[config.mk]
export PLATFORM = sky130hd
export DESIGN_NAME = fwsr_ctrl
export DESIGN_NICKNAME = d
export VERILOG_FILES = /design/src/include/fwsr_pkg.sv /design/src/verilog/fwsr_cycle.sv /design/src/verilog/fwsr_ctrl.sv
export SDC_FILE = /design/constraint.sdc
export NUM_CORES = 1
export LEC_CHECK = 0
export BUFFER_PORTS_ARGS = -buffer_cell sky130_fd_sc_hd__buf_2
export CAP_MARGIN = 10
export CELL_PAD_IN_SITES_DETAIL_PLACEMENT = 0
export CELL_PAD_IN_SITES_GLOBAL_PLACEMENT = 1
export CORE_ASPECT_RATIO = 0.7
export CORE_UTILIZATION = 39
export CTS_BUF_LIST = sky130_fd_sc_hd__clkbuf_4
export CTS_CLUSTER_DIAMETER = 50
export DETAILED_ROUTE_END_ITERATION = 6
export HOLD_SLACK_MARGIN = 0.15
export PLACE_DENSITY_LB_ADDON = 0.2
export SYNTH_ARGS = -nofsm -noshare
export SYNTH_HDL_FRONTEND = slang
export SYNTH_SLANG_ARGS = --single-unit
export TNS_END_PERCENT = 10
[constraint.sdc]
create_clock -name CLK_IN -period 2.7 [get_ports CLK_IN]
set_clock_uncertainty 0.15 [all_clocks]
set_input_delay 0.54 -clock CLK_IN [delete_from_list [all_inputs] [get_ports CLK_IN]]
set_output_delay 0.54 -clock CLK_IN [all_outputs]
set_load 0.02 [all_outputs]
[src/include/fwsr_pkg.sv]
// package of constants for the flash write-status polling controller
package fwsr_pkg;
    localparam int CLK_PERIOD_NS = 25;
    // read access, write pulse and recovery times of the flash, in ns
    localparam int T_ACC_NS = 100;
    localparam int T_WP_NS = 35;
    localparam int T_REC_NS = 25;
    function automatic int fwsr_ceil_cyc(input int ns);
        int c;
        c = (ns + CLK_PERIOD_NS - 1) / CLK_PERIOD_NS;
        return (c < 1) ? 1 : c;
    endfunction : fwsr_ceil_cyc
    localparam logic [3:0] ACC_CYC = 4'(fwsr_ceil_cyc(T_ACC_NS));
    localparam logic [3:0] WP_CYC = 4'(fwsr_ceil_cyc(T_WP_NS));
    localparam logic [3:0] REC_CYC = 4'(fwsr_ceil_cyc(T_REC_NS));
    localparam int FL_AW = 19;
    // register byte offsets
    localparam logic [7:0] OFS_CTRL = 8'h00;
    localparam logic [7:0] OFS_STAT = 8'h04;
    localparam logic [7:0] OFS_ADDR = 8'h08;
    localparam logic [7:0] OFS_DATA = 8'h0C;
    localparam logic [7:0] OFS_RDATA = 8'h10;
    // control fields
    localparam int CTRL_START_BIT = 0;
    localparam int CTRL_ABORT_BIT = 1;
    localparam int CTRL_OP_LSB = 2;
    // status fields
    localparam int STAT_BUSY_BIT = 0;
    localparam int STAT_PASS_BIT = 1;
    localparam int STAT_FAIL_BIT = 2;
    localparam int STAT_READY_BIT = 3;
    localparam int STAT_SECT_BIT = 4;
    // flash status bit positions
    localparam int POLL_BIT = 7;
    localparam int TOGA_BIT = 6;
    localparam int TOUT_BIT = 5;
    localparam int TOGB_BIT = 2;
    localparam logic [7:0] RESET_CMD = 8'hF0;
    localparam logic [FL_AW-1:0] ADDR_RST = '0;
    localparam logic [7:0] DATA_RST = 8'h00;
    typedef enum logic [1:0] {
        OP_READ,
        OP_WRITE,
        OP_DPOLL,
        OP_TPOLL
    } fwsr_op_t;
endpackage : fwsr_pkg

[src/verilog/fwsr_cycle.sv]
// one asynchronous flash bus cycle, read or write, timed in clock cycles
`timescale 1ns/1ps
module fwsr_cycle
    import fwsr_pkg::*;
(
    input wire logic clk_in,
    input wire logic srst_in,
    input wire logic start_in,
    input wire logic we_in,
    input wire logic [FL_AW-1:0] addr_in,
    input wire logic [7:0] wdata_in,
    output logic done_out,
    output logic [7:0] rdata_out,
    output logic ce_n_out,
    output logic oe_n_out,
    output logic we_n_out,
    output logic [FL_AW-1:0] addr_out,
    input wire logic [7:0] dq_in,
    output logic [7:0] dq_out,
    output logic dq_oe_out
);
    typedef enum logic [1:0] {C_IDLE, C_SET, C_ACT, C_REC} fwsr_cst_t;
    fwsr_cst_t st_ff, nxt_st;
    logic [3:0] cnt_ff, nxt_cnt;
    logic we_ff, nxt_we;
    logic [FL_AW-1:0] addr_ff, nxt_addr;
    logic [7:0] wd_ff, nxt_wd, rd_ff, nxt_rd;

    always_comb begin
        nxt_st = st_ff;
        nxt_cnt = cnt_ff;
        nxt_we = we_ff;
        nxt_addr = addr_ff;
        nxt_wd = wd_ff;
        nxt_rd = rd_ff;
        case (st_ff)
            C_IDLE: begin
                if (start_in) begin
                    nxt_we = we_in;
                    nxt_addr = addr_in;
                    nxt_wd = wdata_in;
                    nxt_st = C_SET;
                end
            end
            C_SET: begin
                nxt_cnt = we_ff ? WP_CYC : ACC_CYC;
                nxt_st = C_ACT;
            end
            C_ACT: begin
                nxt_cnt = cnt_ff - 4'h1;
                if (cnt_ff == 4'h1) begin
                    if (!we_ff) begin
                        nxt_rd = dq_in;
                    end
                    nxt_cnt = REC_CYC;
                    nxt_st = C_REC;
                end
            end
            C_REC: begin
                nxt_cnt = cnt_ff - 4'h1;
                if (cnt_ff == 4'h1) begin
                    nxt_st = C_IDLE;
                end
            end
            default: nxt_st = C_IDLE;
        endcase
    end

    always_ff @(posedge clk_in) begin
        if (srst_in) begin
            st_ff <= C_IDLE;
            cnt_ff <= 4'h0;
            we_ff <= 1'b0;
            addr_ff <= ADDR_RST;
            wd_ff <= DATA_RST;
            rd_ff <= DATA_RST;
        end else begin
            st_ff <= nxt_st;
            cnt_ff <= nxt_cnt;
            we_ff <= nxt_we;
            addr_ff <= nxt_addr;
            wd_ff <= nxt_wd;
            rd_ff <= nxt_rd;
        end
    end

    // strobes end at the close of the active phase, so each read is one strobe
    assign done_out = (st_ff == C_REC) && (cnt_ff == 4'h1);
    assign rdata_out = rd_ff;
    assign ce_n_out = !(st_ff == C_SET || st_ff == C_ACT);
    assign oe_n_out = !(st_ff == C_ACT && !we_ff);
    assign we_n_out = !(st_ff == C_ACT && we_ff);
    assign addr_out = addr_ff;
    assign dq_out = wd_ff;
    assign dq_oe_out = we_ff && (st_ff == C_SET || st_ff == C_ACT);

    property p_wp_len;
        @(posedge clk_in) disable iff (srst_in)
        $fell(we_n_out) |-> !we_n_out [*2] ##1 we_n_out;
    endproperty
    a_wp_len: assert property (p_wp_len) else $error("write pulse length wrong");
endmodule : fwsr_cycle

[src/verilog/fwsr_ctrl.sv]
// host-side flash status polling controller with apb registers
// Functional notes
// - host polls at the programmed address to get valid polling status.
// - host polls erase status at an address inside a chosen sector.
// - host takes valid data only from the read after the true value.
// - host rechecks the polling bit after seeing timeout fail set.
// - host reads twice, compares toggle bit; no change means done.
// - still toggling with timeout set and after recheck: fail, send reset.
// - still toggling with timeout clear: restart from the first double read.
// - reset command is one write of F0 at any address.
//
// Decided for this implementation: the APB interface to the registers and the register offsets.
`timescale 1ns/1ps
module fwsr_ctrl
    import fwsr_pkg::*;
(
    input wire logic CLK_IN,
    input wire logic SRST_IN,
    input wire logic PSEL_IN,
    input wire logic PENABLE_IN,
    input wire logic PWRITE_IN,
    input wire logic [7:0] PADDR_IN,
    input wire logic [31:0] PWDATA_IN,
    output logic [31:0] PRDATA_OUT,
    output logic PREADY_OUT,
    output logic PSLVERR_OUT,
    output logic FL_CE_N_OUT,
    output logic FL_OE_N_OUT,
    output logic FL_WE_N_OUT,
    output logic [FL_AW-1:0] FL_ADDR_OUT,
    input wire logic [7:0] FL_DQ_IN,
    output logic [7:0] FL_DQ_OUT,
    output logic FL_DQ_OE_OUT,
    input wire logic FL_READY_BUSY_N_IN
);
    typedef enum logic [2:0] {S_IDLE, S_RD_A, S_RD_B, S_RD_C, S_RD_D, S_FIN, S_WR, S_RST}
        fwsr_st_t;
    fwsr_st_t st_ff, nxt_st;
    fwsr_op_t op_ff, nxt_op;
    logic issued_ff, nxt_issued;
    logic pass_ff, nxt_pass, fail_ff, nxt_fail, sect_ff, nxt_sect;
    logic [7:0] first_ff, nxt_first, rdata_ff, nxt_rdata, data_ff, nxt_data;
    logic [FL_AW-1:0] addr_ff, nxt_addr;
    logic ready_ff;
    logic cyc_start, cyc_we, cyc_done;
    logic [7:0] cyc_wdata, cyc_rdata;
    logic acc, wr, start_req, abort_req, mapped;
    logic poll_match, tog_same;

    assign acc = PSEL_IN && PENABLE_IN;
    assign wr = acc && PWRITE_IN;
    assign start_req = wr && (PADDR_IN == OFS_CTRL) && PWDATA_IN[CTRL_START_BIT];
    assign abort_req = wr && (PADDR_IN == OFS_CTRL) && PWDATA_IN[CTRL_ABORT_BIT];
    assign mapped = (PADDR_IN == OFS_CTRL) || (PADDR_IN == OFS_STAT) ||
                    (PADDR_IN == OFS_ADDR) || (PADDR_IN == OFS_DATA) ||
                    (PADDR_IN == OFS_RDATA);
    assign PREADY_OUT = 1'b1;
    assign PSLVERR_OUT = acc && !mapped;

    always_comb begin
        case (PADDR_IN)
            OFS_STAT: PRDATA_OUT = {27'h0, sect_ff, ready_ff, fail_ff, pass_ff,
                                    (st_ff != S_IDLE) || issued_ff};
            OFS_ADDR: PRDATA_OUT = {{(32 - FL_AW){1'b0}}, addr_ff};
            OFS_DATA: PRDATA_OUT = {24'h0, data_ff};
            OFS_RDATA: PRDATA_OUT = {24'h0, rdata_ff};
            default: PRDATA_OUT = 32'h0;
        endcase
    end

    // pass when the polling bit already shows the datum being programmed
    assign poll_match = cyc_rdata[POLL_BIT] == data_ff[POLL_BIT];
    assign tog_same = cyc_rdata[TOGA_BIT] == first_ff[TOGA_BIT];
    assign cyc_start = !issued_ff && st_ff != S_IDLE && !abort_req;
    assign cyc_we = (st_ff == S_WR) || (st_ff == S_RST);
    assign cyc_wdata = (st_ff == S_RST) ? RESET_CMD : data_ff;

    always_comb begin
        nxt_st = st_ff;
        nxt_op = op_ff;
        nxt_issued = issued_ff;
        nxt_pass = pass_ff;
        nxt_fail = fail_ff;
        nxt_sect = sect_ff;
        nxt_first = first_ff;
        nxt_rdata = rdata_ff;
        nxt_data = data_ff;
        nxt_addr = addr_ff;
        if (wr && PADDR_IN == OFS_ADDR && st_ff == S_IDLE) begin
            nxt_addr = PWDATA_IN[FL_AW-1:0];
        end
        if (wr && PADDR_IN == OFS_DATA && st_ff == S_IDLE) begin
            nxt_data = PWDATA_IN[7:0];
        end
        if (cyc_start) begin
            nxt_issued = 1'b1;
        end
        if (cyc_done) begin
            nxt_issued = 1'b0;
        end
        if (abort_req) begin
            // an in-flight strobe still finishes; issued stays set until its done
            nxt_st = S_IDLE;
        end else begin
            case (st_ff)
                S_IDLE: begin
                    if (start_req && !issued_ff) begin
                        nxt_op = fwsr_op_t'(PWDATA_IN[CTRL_OP_LSB +: 2]);
                        nxt_pass = 1'b0;
                        nxt_fail = 1'b0;
                        nxt_sect = 1'b0;
                        case (fwsr_op_t'(PWDATA_IN[CTRL_OP_LSB +: 2]))
                            OP_READ: nxt_st = S_FIN;
                            OP_WRITE: nxt_st = S_WR;
                            default: nxt_st = S_RD_A;
                        endcase
                    end
                end
                S_RD_A: begin
                    if (cyc_done) begin
                        nxt_first = cyc_rdata;
                        if (op_ff == OP_TPOLL) begin
                            nxt_st = S_RD_B;
                        end else if (poll_match) begin
                            nxt_st = S_FIN;
                        end else if (cyc_rdata[TOUT_BIT]) begin
                            nxt_st = S_RD_B;
                        end
                    end
                end
                S_RD_B: begin
                    if (cyc_done) begin
                        if (op_ff == OP_DPOLL) begin
                            nxt_st = poll_match ? S_FIN : S_RST;
                        end else begin
                            nxt_sect = cyc_rdata[TOGB_BIT] != first_ff[TOGB_BIT];
                            if (tog_same) begin
                                nxt_st = S_FIN;
                            end else if (cyc_rdata[TOUT_BIT]) begin
                                nxt_st = S_RD_C;
                            end else begin
                                nxt_st = S_RD_A;
                            end
                        end
                    end
                end
                S_RD_C: begin
                    if (cyc_done) begin
                        nxt_first = cyc_rdata;
                        nxt_st = S_RD_D;
                    end
                end
                S_RD_D: begin
                    if (cyc_done) begin
                        nxt_st = tog_same ? S_FIN : S_RST;
                    end
                end
                S_FIN: begin
                    if (cyc_done) begin
                        nxt_rdata = cyc_rdata;
                        nxt_pass = 1'b1;
                        nxt_st = S_IDLE;
                    end
                end
                S_WR: begin
                    if (cyc_done) begin
                        nxt_pass = 1'b1;
                        nxt_st = S_IDLE;
                    end
                end
                S_RST: begin
                    if (cyc_done) begin
                        nxt_fail = 1'b1;
                        nxt_st = S_IDLE;
                    end
                end
                default: nxt_st = S_IDLE;
            endcase
        end
    end

    always_ff @(posedge CLK_IN) begin
        if (SRST_IN) begin
            st_ff <= S_IDLE;
            op_ff <= OP_READ;
            issued_ff <= 1'b0;
            pass_ff <= 1'b0;
            fail_ff <= 1'b0;
            sect_ff <= 1'b0;
            first_ff <= DATA_RST;
            rdata_ff <= DATA_RST;
            data_ff <= DATA_RST;
            addr_ff <= ADDR_RST;
            ready_ff <= 1'b0;
        end else begin
            st_ff <= nxt_st;
            op_ff <= nxt_op;
            issued_ff <= nxt_issued;
            pass_ff <= nxt_pass;
            fail_ff <= nxt_fail;
            sect_ff <= nxt_sect;
            first_ff <= nxt_first;
            rdata_ff <= nxt_rdata;
            data_ff <= nxt_data;
            addr_ff <= nxt_addr;
            ready_ff <= FL_READY_BUSY_N_IN;
        end
    end

    fwsr_cycle u_cycle (
        .clk_in(CLK_IN),
        .srst_in(SRST_IN),
        .start_in(cyc_start),
        .we_in(cyc_we),
        .addr_in(addr_ff),
        .wdata_in(cyc_wdata),
        .done_out(cyc_done),
        .rdata_out(cyc_rdata),
        .ce_n_out(FL_CE_N_OUT),
        .oe_n_out(FL_OE_N_OUT),
        .we_n_out(FL_WE_N_OUT),
        .addr_out(FL_ADDR_OUT),
        .dq_in(FL_DQ_IN),
        .dq_out(FL_DQ_OUT),
        .dq_oe_out(FL_DQ_OE_OUT)
    );

    property p_poll_addr;
        @(posedge CLK_IN) disable iff (SRST_IN)
        (cyc_start && st_ff inside {S_RD_A, S_RD_B}) |-> ##1 !FL_CE_N_OUT && FL_ADDR_OUT == addr_ff;
    endproperty
    a_poll_addr: assert property (p_poll_addr) else $error("poll read at wrong address");
    property p_erase_addr;
        @(posedge CLK_IN) disable iff (SRST_IN)
        $fell(FL_OE_N_OUT) |-> FL_ADDR_OUT == addr_ff;
    endproperty
    a_erase_addr: assert property (p_erase_addr) else $error("status read address moved");
    property p_extra_read;
        @(posedge CLK_IN) disable iff (SRST_IN)
        $rose(pass_ff) && op_ff != OP_WRITE |-> $past(st_ff) == S_FIN;
    endproperty
    a_extra_read: assert property (p_extra_read) else $error("pass without data read");
    property p_recheck;
        @(posedge CLK_IN) disable iff (SRST_IN)
        (st_ff == S_RD_A && op_ff == OP_DPOLL && cyc_done && !poll_match && cyc_rdata[TOUT_BIT])
        |=> st_ff == S_RD_B;
    endproperty
    a_recheck: assert property (p_recheck) else $error("no recheck after timeout");
    property p_double_read;
        @(posedge CLK_IN) disable iff (SRST_IN)
        (st_ff == S_RD_A && op_ff == OP_TPOLL && cyc_done && !abort_req) |=> st_ff == S_RD_B;
    endproperty
    a_double_read: assert property (p_double_read) else $error("single toggle read");
    property p_fail_reset;
        @(posedge CLK_IN) disable iff (SRST_IN)
        $rose(fail_ff) |-> $past(st_ff) == S_RST && $past(cyc_done);
    endproperty
    a_fail_reset: assert property (p_fail_reset) else $error("fail without reset");
    property p_restart;
        @(posedge CLK_IN) disable iff (SRST_IN)
        (st_ff == S_RD_B && op_ff == OP_TPOLL && cyc_done && !tog_same
         && !cyc_rdata[TOUT_BIT] && !abort_req) |=> st_ff == S_RD_A;
    endproperty
    a_restart: assert property (p_restart) else $error("toggle loop not restarted");
    property p_reset_cmd;
        @(posedge CLK_IN) disable iff (SRST_IN)
        (st_ff == S_RST && cyc_start) |-> ##2 !FL_WE_N_OUT && FL_DQ_OE_OUT && FL_DQ_OUT == RESET_CMD;
    endproperty
    a_reset_cmd: assert property (p_reset_cmd) else $error("reset command not F0");
endmodule : fwsr_ctrl

==> results_dict.tcl <==
set metrics [dict create \
    fin_tns_setup_ns 0 \
    drv_cap 0 \
    cts_buffers 9 \
    clock_latency_ns 0.44 \
    seq_area_mm2 0.00178 \
    portBuffers 91 \
    yosysTopAreaCell "dfxtp_1" \
    finalCritPeriodShare 0.976 \
    r2r_end "u_cycle.dq_out[4]" \
    synth-xor-area-share 0.00840 \
    p_per_area_mw_per_mm2 481 \
    areaGrowthSynthToFinish_pct 22.8 \
    cts.sinks 89 \
    drtIter0Drc 209 \
    remaining_drc_errors 3 \
    h-tree-depth 3 \
    hold_end "addr_ff[12]" \
    wl_per_cell_um 14.4 \
    num-fill-cells 1045 \
    hold_path_depth 3 \
    hold_path.class "input port to flip-flop" \
    grt_pass1_wl_um 17000 \
    yosys.area.top_type_share 0.427 \
    violations "design-rule violations" \
    leakage_nw 2.16 \
    netlist_top_cells_area "dfxtp_1, mux2i_1, nor2_1" \
    final_max_slew_viol_count 0 \
    crit_type "input port to output port" \
    clockBufferDepth 2 \
    setup_violations 0 \
    stdcell_count 731 \
    grt_pass1_vias 3380 \
    cts-root-buf "clkbuf_4" \
    finalCriticalPeriod_ns 2.63 \
    ys_ff_latch 89 \
    start_util 0.403 \
    synth_top_family_by_area "simple AND/OR/NAND/NOR gates" \
    dp_hpwl_um 7620 \
    dp.cells 702 \
    multiInputGateArea_mm2 0.00217 \
    hp-start "PWDATA_IN[12]" \
    final_area_mm2 0.00512 \
    syn_avg_cell_area_um2 8.64 \
    die_y_um 88.5 \
    rows 31 \
    power.internal_mw 1.83 \
    wl_um 10500 \
    path_clk_slew_ns 0.14 \
    synth_compound_area_frac 0.111 \
    io_pins 119 \
    critPathArrivalTime_ns 1.94 \
    antenna_found_initial 0 \
    grt_overflow 0 \
    ys.flop_type "dfxtp_1" \
    dpl-instance-area_mm2 0.00481 \
    final_nets 654 \
    clock_power_share 0.340 \
    vdd_drop_max_mv 0.265 \
    cp.required_ns 2.01 \
    synth_cell_type_count 54 \
    antenna_left 0 \
    p_comb_frac 0.112 \
    status "finished with violations" \
    netlist_instances 483 \
    power.switching_mw 0.635 \
    final_util 0.495 \
    relSlewSlack 0.275 \
    via_per_inst 5.03 \
    seqPwrFrac 0.548 \
    fmax_ghz 0.380 \
    worstSetupEndpointType "output port" \
    synth.area.mux_share 0.113 \
    p_sw_frac 0.258 \
    die_area_mm2 0.0111 \
    first_pass_iters 6 \
    reg2reg_depth 6 \
    regToRegSetupSlack_ns 0.40 \
    synth_warnings 0 \
    core_mm2 0.0104 \
    synthSimpleGateAreaFrac 0.252 \
    grt_use_total 0.197 \
    gp_congestion 0.883 \
    r2r_start "u_cycle.st_ff[0]" \
    grt_max_degree 53 \
    synth_fa_ha_area_frac 0.0180 \
    cts_tree "built" \
    cp-start-kind "input port" \
    drive_gt1_frac 0.245 \
    hold_viol 0 \
    synth_edf_count 0 \
    rsz0062_at_grt "false" \
    yosysSeqAreaShare 0.427 \
    cp_max_fo 19 \
    async_reset_ff_frac 0 \
    worst_pin_slew_ns 1.08 \
    synthesis.area_mm2 0.00417 \
    die_x_um 126 \
    num_antenna_cells 0 \
    vias 3675 \
]
## power groups by stage
stage	registers, mW	logic (mW)	clock network [mW]
2_1_floorplan	1.37	0.179	0
3_3_place_gp	1.38	0.254	0
3_5_place_dp	1.38	0.258	0
4_1_cts	1.35	0.274	0.867
5_1_grt	1.35	0.306	0.927
6_report	1.35	0.277	0.838
## Yosys cell counts (all sizes together) (7+ instances only)
cell    instances
a22oi           8
nor3           22
and2           13
mux2i          47
inv            10
a21oi          36
o21ai           7
buf            25
nor2           74
nand2          58
dfxtp          89
clkbuf         14
nand3          13
## kinds of logic after synthesis
logic type | after synthesis
flip-flops | 89
multiplexers | 47
buffers and inverters | 49
adder cells (fa/ha/maj) | 6
XOR/XNOR | 4
AND/OR/NAND/NOR | 213
other | 2
AO/OA/AOI/OAI | 73
## worst max-delay path, cell delays in order
cell     delay [ns]
buf_2          0.09
or3_4          0.42
buf_4          0.16
nor3_4         0.19
buf_12         0.18
a221o_1        0.18
buf_2          0.17
## stage by stage
step	total power [mW]	worst slack, ns	hold slack, ns
finish	2.46	0.0652	0.175
floorplan	1.55	0.235	0.290
CTS	2.49	0.0410	0.151
detailed placement	1.64	-0.0993	0.294
global route	2.59	0.00487	0.152
global placement	1.63	-0.0489	0.290
## flip-flops by register name (all words and copies together) (netlist names)
| signal | cells |
|---|---|
| u_cycle.st_ff | 2 |
| rdata_ff | 8 |
| issued_ff | 1 |
| ready_ff | 1 |
| st_ff | 3 |
| addr_ff | 19 |
| u_cycle.rdata_out | 8 |
| pass_ff | 1 |
| first_ff | 2 |
| u_cycle.addr_out | 19 |
| u_cycle.cnt_ff | 4 |
| sect_ff | 1 |
| fail_ff | 1 |
| u_cycle.we_ff | 1 |
| u_cycle.dq_out | 8 |
| op_ff | 2 |
| data_ff | 8 |
## how the worst max path moves through the flow
stage	slack, ns	end	startpoint
6_report	0.07	PRDATA_OUT[4]	PADDR_IN[7]
5_1_grt	0.005	PRDATA_OUT[5]	PADDR_IN[7]
4_1_cts	0.04	PRDATA_OUT[0]	st_ff[2]
3_5_place_dp	-0.1	u_cycle.dq_out[4]	PADDR_IN[6]
3_3_place_gp	-0.05	u_cycle.dq_out[4]	PADDR_IN[7]
2_1_floorplan	0.23	PRDATA_OUT[11]	PADDR_IN[2]
## final cells by class
cell class / count / share of cell area
Clock inverter: 7 / 0.0181
Tap cell: 132 / 0.0322
Multi-Input combinational cell: 357 / 0.424
Inverter: 10 / 0.00733
Clock buffer: 9 / 0.0132
Sequential cell: 89 / 0.348
Timing Repair Buffer: 127 / 0.157
## timing repair
item | in CTS | in global routing
resized for setup | 3 | 2
buffers inserted | 0 | 1
endpoints found under the hold margin | 11 | 1
hold buffers | 11 | 1
endpoints found under the setup margin | 6 | 2
## cell usage in the layout (no fill, tap or decap), drive strengths merged, types with 9 or more instances in the layout
master	synthesis	layout
buf	25	115
dfxtp	89	89
nor2	74	74
nand2	58	58
mux2i	47	47
a21oi	36	36
nor3	22	22
conb	2	14
and2	13	13
nand3	13	13
dlygate4sd3	0	12
inv	10	11
clkbuf	14	9
## routing by layer
metal | wire [µm] | GRT usage
met3 | 517 | 0.0472
met4 | 97 | 0.0565
met2 | 4640 | 0.308
met5 | 0 | 0
met1 | 5270 | 0.271
Note: power is estimated with default switching activity, not from simulation.
